===== src/core/conv_ctl_pkg.sv =====
package conv_ctl_pkg;

   // ****************************************************
   // Register map
   // ****************************************************
   localparam logic [7:0] STATUS_OFFSET = 8'h00;
   localparam logic [7:0] CONTROL_ZERO_OFFSET = 8'h04;
   localparam logic [7:0] ROUTINE_DATA_OFFSET = 8'h4C;
   localparam logic [31:0] CONTROL_ZERO_RESET = 32'h0000_0000;
   localparam logic [31:0] CONTROL_ZERO_WRITABLE = 32'h008F_EB7F;
   localparam logic [31:0] STATUS_RESET = 32'h0000_0000;

   // ****************************************************
   // Control register zero fields
   // ****************************************************
   localparam int ROUTINE_WATCHDOG_ENABLE_BIT = 23;
   localparam int SYNC_MODE_LSB = 16;
   localparam int SYNC_MODE_MSB = 19;
   localparam int DISC_COUNT_LSB = 13;
   localparam int DISC_COUNT_MSB = 15;
   localparam int ROUTINE_DISC_ENABLE_BIT = 11;
   localparam int WATCHDOG_SINGLE_CHANNEL_BIT = 9;
   localparam int SCAN_ENABLE_BIT = 8;
   localparam int WATCHDOG_IRQ_ENABLE_BIT = 6;
   localparam int CONVERSION_DONE_IRQ_ENABLE_BIT = 5;
   localparam int WATCHDOG_CHANNEL_LSB = 0;
   localparam int WATCHDOG_CHANNEL_MSB = 4;

   // ****************************************************
   // Status fields
   // ****************************************************
   localparam int WATCHDOG_EVENT_FLAG_BIT = 0;
   localparam int CONVERSION_DONE_FLAG_BIT = 1;

   // ****************************************************
   // Channels and codes
   // ****************************************************
   localparam logic [4:0] LAST_CHANNEL = 5'h11;
   localparam logic [4:0] INTERNAL_CHANNEL_LOW = 5'h10;
   localparam int DATA_WIDTH = 16;

   typedef enum logic [3:0] {
      SYNC_INDEPENDENT = 4'b0000,
      SYNC_ROUTINE_PARALLEL = 4'b0110,
      SYNC_FOLLOW_UP_FAST = 4'b0111,
      SYNC_FOLLOW_UP_SLOW = 4'b1000
   } sync_mode_t;

   typedef enum logic [1:0] {
      SRC_EXTERNAL_PIN = 2'b00,
      SRC_TEMPERATURE = 2'b01,
      SRC_INTERNAL_REFERENCE = 2'b10,
      SRC_ANALOG_GROUND = 2'b11
   } channel_source_t;

   typedef enum logic [1:0] {
      BURST_IDLE = 2'b00,
      BURST_RUN = 2'b01,
      BURST_HOLD = 2'b10
   } burst_state_t;

   // One finished conversion from the converter core
   typedef struct packed {
      logic valid;
      logic [4:0] channel;
      logic out_of_window;
      logic sequence_end;
      logic [DATA_WIDTH-1:0] data;
   } sample_t;

   // Control fields steering the sequencer
   typedef struct packed {
      logic scan_enable;
      logic discontinuous_enable;
      logic [3:0] burst_length;
      sync_mode_t sync_mode;
   } sequencer_ctl_t;

endpackage : conv_ctl_pkg


===== src/core/conv_ctl_zero.sv =====
// Functional notes
// - bit 23 enables routine watchdog checking
// - bits 19:16 select sync mode codes
// - sync mode acts only in first converter
// - each trigger converts count plus one channels
// - bit 11 selects discontinuous routine sequencing
// - bit 9 limits watchdog to selected channel while bit 8 scanning is set
// - bit 8 enables scanning the channel sequence
// - bit 6 gates watchdog interrupt
// - bit 5 gates conversion done interrupt
// - bits 4:0 select watchdog channel 0..17
// - channels 16,17 internal; ground off first
// - register at 0x04, resets to zero
// - watchdog flag status bit 0, write-zero clears
// - done flag bit 1, write-zero or data read clears
module conv_ctl_zero #(
   parameter bit FIRST_INSTANCE = 1'b1
) (
   input wire logic pclk,
   input wire logic presetn,
   input wire logic psel,
   input wire logic penable,
   input wire logic pwrite,
   input wire logic [31:0] paddr,
   input wire logic [31:0] pwdata,
   output logic [31:0] prdata,
   output logic pready,
   output logic pslverr,
   input wire conv_ctl_pkg::sample_t sample,
   input wire logic trigger,
   output conv_ctl_pkg::sequencer_ctl_t seq_ctl,
   output logic seq_hold,
   output conv_ctl_pkg::channel_source_t ch16_source,
   output conv_ctl_pkg::channel_source_t ch17_source,
   output logic irq
);

   // ****************************************************
   // Bus decode
   // ****************************************************
   logic [31:0] ctl_q;
   logic [31:0] ctl_d;
   logic wd_flag_q;
   logic wd_flag_d;
   logic done_flag_q;
   logic done_flag_d;
   logic [conv_ctl_pkg::DATA_WIDTH-1:0] data_q;
   conv_ctl_pkg::burst_state_t burst_q;
   conv_ctl_pkg::burst_state_t burst_d;
   logic [3:0] burst_cnt_q;
   logic [3:0] burst_cnt_d;

   wire logic [7:0] offset = paddr[7:0];
   wire logic upper_zero = (paddr[31:8] == 24'h00_0000);
   wire logic hit_status = upper_zero && (offset == conv_ctl_pkg::STATUS_OFFSET);
   wire logic hit_ctl = upper_zero && (offset == conv_ctl_pkg::CONTROL_ZERO_OFFSET);
   wire logic hit_data = upper_zero && (offset == conv_ctl_pkg::ROUTINE_DATA_OFFSET);
   wire logic mapped = hit_status || hit_ctl || hit_data;
   wire logic access = psel && penable;
   wire logic wr_status = access && pwrite && hit_status;
   wire logic wr_ctl = access && pwrite && hit_ctl;
   wire logic rd_data = access && !pwrite && hit_data;

   // Zero wait state slave, error on unmapped offsets
   assign pready = 1'b1;
   assign pslverr = access && !mapped;

   // Read mux
   wire logic [31:0] status_word = {30'h0000_0000, done_flag_q, wd_flag_q};
   wire logic [31:0] data_word = {{(32 - conv_ctl_pkg::DATA_WIDTH){1'b0}}, data_q};
   assign prdata = hit_status ? status_word :
                   hit_ctl ? ctl_q :
                   hit_data ? data_word : 32'h0000_0000;

   // ****************************************************
   // Control field extraction
   // ****************************************************
   wire logic wd_enable = ctl_q[conv_ctl_pkg::ROUTINE_WATCHDOG_ENABLE_BIT];
   wire logic [3:0] sync_field =
      ctl_q[conv_ctl_pkg::SYNC_MODE_MSB:conv_ctl_pkg::SYNC_MODE_LSB];
   wire logic [2:0] disc_count =
      ctl_q[conv_ctl_pkg::DISC_COUNT_MSB:conv_ctl_pkg::DISC_COUNT_LSB];
   wire logic disc_enable = ctl_q[conv_ctl_pkg::ROUTINE_DISC_ENABLE_BIT];
   wire logic wd_single = ctl_q[conv_ctl_pkg::WATCHDOG_SINGLE_CHANNEL_BIT];
   wire logic scan_enable = ctl_q[conv_ctl_pkg::SCAN_ENABLE_BIT];
   wire logic wd_irq_en = ctl_q[conv_ctl_pkg::WATCHDOG_IRQ_ENABLE_BIT];
   wire logic done_irq_en = ctl_q[conv_ctl_pkg::CONVERSION_DONE_IRQ_ENABLE_BIT];
   wire logic [4:0] wd_channel =
      ctl_q[conv_ctl_pkg::WATCHDOG_CHANNEL_MSB:conv_ctl_pkg::WATCHDOG_CHANNEL_LSB];

   // Reserved codes fall back to independent operation
   logic sync_known;
   assign sync_known = (sync_field == conv_ctl_pkg::SYNC_INDEPENDENT)
                    || (sync_field == conv_ctl_pkg::SYNC_ROUTINE_PARALLEL)
                    || (sync_field == conv_ctl_pkg::SYNC_FOLLOW_UP_FAST)
                    || (sync_field == conv_ctl_pkg::SYNC_FOLLOW_UP_SLOW);
   wire logic sync_active = FIRST_INSTANCE && sync_known;

   // Burst length is count plus one
   wire logic [3:0] burst_len = {1'b0, disc_count} + 4'h1;

   // Sequencer steering outputs
   assign seq_ctl.scan_enable = scan_enable;
   assign seq_ctl.discontinuous_enable = disc_enable;
   assign seq_ctl.burst_length = burst_len;
   assign seq_ctl.sync_mode = sync_active ? conv_ctl_pkg::sync_mode_t'(sync_field)
                                          : conv_ctl_pkg::SYNC_INDEPENDENT;

   // Internal inputs on the two top channels
   assign ch16_source = FIRST_INSTANCE ? conv_ctl_pkg::SRC_TEMPERATURE
                                       : conv_ctl_pkg::SRC_ANALOG_GROUND;
   assign ch17_source = FIRST_INSTANCE ? conv_ctl_pkg::SRC_INTERNAL_REFERENCE
                                       : conv_ctl_pkg::SRC_ANALOG_GROUND;

   // ****************************************************
   // Watchdog check
   // ****************************************************
   wire logic wd_channel_legal = (wd_channel <= conv_ctl_pkg::LAST_CHANNEL);
   wire logic wd_channel_match = wd_channel_legal && (sample.channel == wd_channel);
   // Single channel selection applies while scanning
   wire logic wd_in_scope = !(scan_enable && wd_single) || wd_channel_match;
   wire logic wd_event = sample.valid && sample.out_of_window
                      && wd_enable && wd_in_scope;
   wire logic done_event = sample.valid && sample.sequence_end;

   // ****************************************************
   // Register next values
   // ****************************************************
   // Reserved bits never store
   assign ctl_d = wr_ctl ? (pwdata & conv_ctl_pkg::CONTROL_ZERO_WRITABLE) : ctl_q;

   // Set wins over a clear in the same cycle
   wire logic wd_clear = wr_status && !pwdata[conv_ctl_pkg::WATCHDOG_EVENT_FLAG_BIT];
   wire logic done_clear = (wr_status && !pwdata[conv_ctl_pkg::CONVERSION_DONE_FLAG_BIT])
                        || rd_data;
   assign wd_flag_d = wd_event || (wd_flag_q && !wd_clear);
   assign done_flag_d = done_event || (done_flag_q && !done_clear);

   // Interrupt request from enabled flags
   assign irq = (wd_flag_q && wd_irq_en)
             || (done_flag_q && done_irq_en);

   // ****************************************************
   // Discontinuous burst counter
   // ****************************************************
   always_comb begin
      burst_d = burst_q;
      burst_cnt_d = burst_cnt_q;
      case (burst_q)
         conv_ctl_pkg::BURST_IDLE: begin
            if (trigger && disc_enable) begin
               burst_d = conv_ctl_pkg::BURST_RUN;
               burst_cnt_d = 4'h0;
            end
         end
         conv_ctl_pkg::BURST_RUN: begin
            if (!disc_enable) begin
               burst_d = conv_ctl_pkg::BURST_IDLE;
            end else if (sample.valid) begin
               burst_cnt_d = burst_cnt_q + 4'h1;
               if ((burst_cnt_q + 4'h1) >= burst_len) begin
                  burst_d = conv_ctl_pkg::BURST_HOLD;
               end
            end
         end
         conv_ctl_pkg::BURST_HOLD: begin
            if (!disc_enable) begin
               burst_d = conv_ctl_pkg::BURST_IDLE;
            end else if (trigger) begin
               burst_d = conv_ctl_pkg::BURST_RUN;
               burst_cnt_d = 4'h0;
            end
         end
         default: begin
            burst_d = conv_ctl_pkg::BURST_IDLE;
         end
      endcase
   end

   // Sequencer pauses between bursts
   assign seq_hold = disc_enable && (burst_q != conv_ctl_pkg::BURST_RUN);

   // ****************************************************
   // Flip-flops
   // ****************************************************
   // Control register
   always_ff @(posedge pclk or negedge presetn) begin
      if (!presetn) begin
         ctl_q <= conv_ctl_pkg::CONTROL_ZERO_RESET;
      end else begin
         ctl_q <= ctl_d;
      end
   end

   // Status flags
   always_ff @(posedge pclk or negedge presetn) begin
      if (!presetn) begin
         wd_flag_q <= conv_ctl_pkg::STATUS_RESET[conv_ctl_pkg::WATCHDOG_EVENT_FLAG_BIT];
         done_flag_q <= conv_ctl_pkg::STATUS_RESET[conv_ctl_pkg::CONVERSION_DONE_FLAG_BIT];
      end else begin
         wd_flag_q <= wd_flag_d;
         done_flag_q <= done_flag_d;
      end
   end

   // Routine data capture
   always_ff @(posedge pclk or negedge presetn) begin
      if (!presetn) begin
         data_q <= '0;
      end else if (sample.valid) begin
         data_q <= sample.data;
      end
   end

   // Burst state
   always_ff @(posedge pclk or negedge presetn) begin
      if (!presetn) begin
         burst_q <= conv_ctl_pkg::BURST_IDLE;
         burst_cnt_q <= 4'h0;
      end else begin
         burst_q <= burst_d;
         burst_cnt_q <= burst_cnt_d;
      end
   end

endmodule : conv_ctl_zero


===== config.mk =====
export PLATFORM = sky130hd
export DESIGN_NAME = conv_ctl_zero
export DESIGN_NICKNAME = d
export VERILOG_FILES = /design/src/core/conv_ctl_pkg.sv /design/src/core/conv_ctl_zero.sv
export SDC_FILE = /design/constraint.sdc
export NUM_CORES = 1
export LEC_CHECK = 0
export BUFFER_PORTS_ARGS = -buffer_cell sky130_fd_sc_hd__buf_2
export CORE_MARGIN = 8
export CORE_UTILIZATION = 47
export DETAILED_ROUTE_END_ITERATION = 8
export PLACE_DENSITY = 0.84
export SLEW_MARGIN = 20
export SYNTH_ARGS = -nofsm -noshare
export SYNTH_HDL_FRONTEND = slang
export SYNTH_SLANG_ARGS = --single-unit

===== constraint.sdc =====
create_clock -name pclk -period 5.3 [get_ports pclk]
set_input_delay 0.53 -clock pclk [delete_from_list [all_inputs] [get_ports pclk]]
set_output_delay 0.53 -clock pclk [all_outputs]
set_load 0.02 [all_outputs]

==> flow_metrics.py <==
metrics = {
    "outcome": {
        "status": "finished, final reports clean",
    },
    "cts": {
        "cts-resized-gates": 0,
        "postCtsSetupBuffers": 0,
        "htreeDepth": 2,
        "clock_sinks": 42,
        "cts.reportedPaths.clkPinSlew_ns": 0.08,
        "cts_buffers": 5,
        "clockRootBuffer": "clkbuf_8",
        "insertion_delay_ns": 0.28,
        "cts-hold-fix-buffers": 0,
        "cts_tree": "done",
        "cts_buffer_depth": 2,
    },
    "floorplanning": {
        "fp.dieArea_um2": 7670,
        "rows": 26,
        "io_pins": 144,
        "core_area_um2": 5040,
        "die_x_um": 87.6,
        "die_y_um": 87.6,
        "start_util": 0.478,
    },
    "timing": {
        "hold_viol_final": 0,
        "rsz0062_at_grt": "no",
        "maxClockFrequency_ghz": 0.334,
        "final.setup.worst_slack_ns": 2.31,
        "setup_tns_ns": 0,
        "worst_pin_slew_ns": 0.925,
        "fin_crit_ns": 2.99,
        "finClkSkew_ns": 0.00735,
        "drv_slew": 0,
        "finalSetupViolations": 0,
        "slew_headroom": 0.383,
        "fin_crit_sh": 0.564,
    },
    "global_route": {
        "grt_max_degree": 43,
        "grt_usage": 0.167,
        "grt_pass1_wl_mm": 10.2,
        "grt_overflow": 0,
        "antenna_found_initial": 0,
        "grt_pass1_vias": 2290,
    },
    "final_layout": {
        "syn_to_final_growth_pct": 26.6,
        "layout_commonest_cell": "buf_2",
        "fin_nets": 430,
        "n_antenna_cell": 0,
        "mostFrequentLayoutCells": "113 x buf_2, 42 x dfrtp_1, 17 x mux2_2",
        "fillCellCount": 443,
        "drive_gt1_frac": 0.453,
    },
    "drt": {
        "ant_nets": 0,
        "via_per_inst": 5.09,
        "drt_iter0_markers": 44,
        "routed_wl_mm": 6.42,
        "dr.pass1.iters": 4,
        "vias": 2042,
        "wl_per_cell_um": 16.0,
        "drc": 0,
    },
    "synth": {
        "async_flop_share": 1.00,
        "synthCells": 218,
        "ys.flop_type": "dfrtp_1",
        "seq_area_frac_synth": 0.436,
        "ys.warnings.count": 0,
        "synth.distinct_cells": 41,
        "synth-edff-count": 0,
        "netlist_area_um2": 2410,
        "synth.avg_cell_area_um2": 11.0,
        "synth-seq-cells": 42,
    },
    "min_path": {
        "min_path_type": "input pin to async pin",
    },
    "setup_path": {
        "cp.arrival_ns": 2.46,
        "worstSetupPathType": "input pin to output port",
        "crit_fanout": 19,
        "required_ns": 4.77,
        "end_kind": "output port",
        "critPathLaunchType": "input pin",
    },
    "placement": {
        "port-buffer-count": 113,
        "post-place-ws_ns": 2.29,
        "gp_congestion": 0.758,
        "place_hpwl_mm": 5.18,
    },
    "flow_run": {
        "max_cap_violations": 0,
    },
    "power_and_ir_drop": {
        "leakage_nw": 1.69,
        "peakVddDrop_uv": 191,
        "power_density_nw_per_um2": 203,
        "fin_total_pwr_mw": 0.621,
    },
}
power by group:
group | switching, mW | internal [mW] | leakage, nW | total (mW)
clock | 0.105 | 0.105 | 0.0482 | 0.210
sequential | 0.00627 | 0.332 | 0.524 | 0.339
combinational | 0.0374 | 0.0348 | 1.12 | 0.0722
per-layer routing:
layer	wire, µm	vias up	global-route usage
met4	48	0	0.0422
met2	3070	89	0.285
li1	-	977	-
met5	0	-	0
met3	663	6	0.0713
met1	2640	970	0.186
cell families (layout without fill, tap and decap cells):
logic type,after synthesis,after routing,synth area share
AO/OA/AOI/OAI,41,41,0.122
adder cells (fa/ha/maj),6,6,0.0312
other,2,16,0.00312
AND/OR/NAND/NOR,58,58,0.159
XOR/XNOR,5,5,0.0182
flip-flops,42,42,0.436
buffers and inverters,33,132,0.0847
multiplexers,31,31,0.145
Yosys cell counts (2+ instances only):
master | instances | area share
dfrtp_1 | 42 | 0.44
buf_4 | 21 | 0.065
mux2_2 | 17 | 0.079
mux2_1 | 14 | 0.065
nand2_1 | 13 | 0.020
a22o_1 | 12 | 0.044
o21ai_0 | 12 | 0.025
and2_1 | 9 | 0.023
inv_1 | 9 | 0.014
nand3_1 | 7 | 0.015
ha_1 | 6 | 0.031
nor4_2 | 5 | 0.026
a21o_1 | 4 | 0.012
a21oi_1 | 4 | 0.0083
nor2_1 | 4 | 0.0062
nor2b_1 | 4 | 0.010
xnor2_1 | 4 | 0.015
nand2b_1 | 3 | 0.0078
nor4_1 | 3 | 0.0078
a222oi_1 | 2 | 0.0083
buf_1 | 2 | 0.0031
conb_1 | 2 | 0.0031
final cells by class:
type	count	area, µm²	share of cell area
multi-input combinational	157	1210	0.395
sequential	42	1050	0.345
timing repair buffer	115	581	0.190
tap	70	87.6	0.0287
clock buffer	7	86.3	0.0283
inverter	9	33.8	0.0111
clock inverter	1	5.00	0.00164
path summary, 6_finish.rpt:
kind                            depth (start not counted)  slack, ns  startpoint          to
worst max-delay path                                    7       2.31   paddr[10]   prdata[0]
worst min-delay path                                    1       0.38     presetn   ctl_q[17]
worst max register to register                          7       3.45   ctl_q[14]  burst_q[0]
worst min register to register                          1       0.50  burst_q[0]  burst_q[1]
max in group asynchronous                               1       4.34     presetn  burst_q[0]
min in group pclk                                       2       0.46  pwdata[14]   ctl_q[14]
registers in the layout (all words and copies together), names as in the netlist:
register     cells
burst_q          2
burst_cnt_q      4
done_flag_q      1
ctl_q           18
data_q          16
wd_flag_q        1
worst max-delay path, cell delays in order:
cell	delay [ns]
buf_2	0.10
nor4_2	0.30
nand4_2	0.27
nor3_4	0.74
a222oi_1	0.25
inv_1	0.09
buf_2	0.16
through the flow:
step,instances,utilization,area [µm²],hold WS (ns)
after detailed placement,393,0.587,2960,0.491
after global placement,393,0.587,2960,0.474
after CTS,401,0.605,3050,0.403
after global routing,401,0.605,3050,0.446
final,401,0.605,3050,0.378
after floorplan,232,-,2460,0.234
No activity file was read; power rests on OpenSTA's default activity.
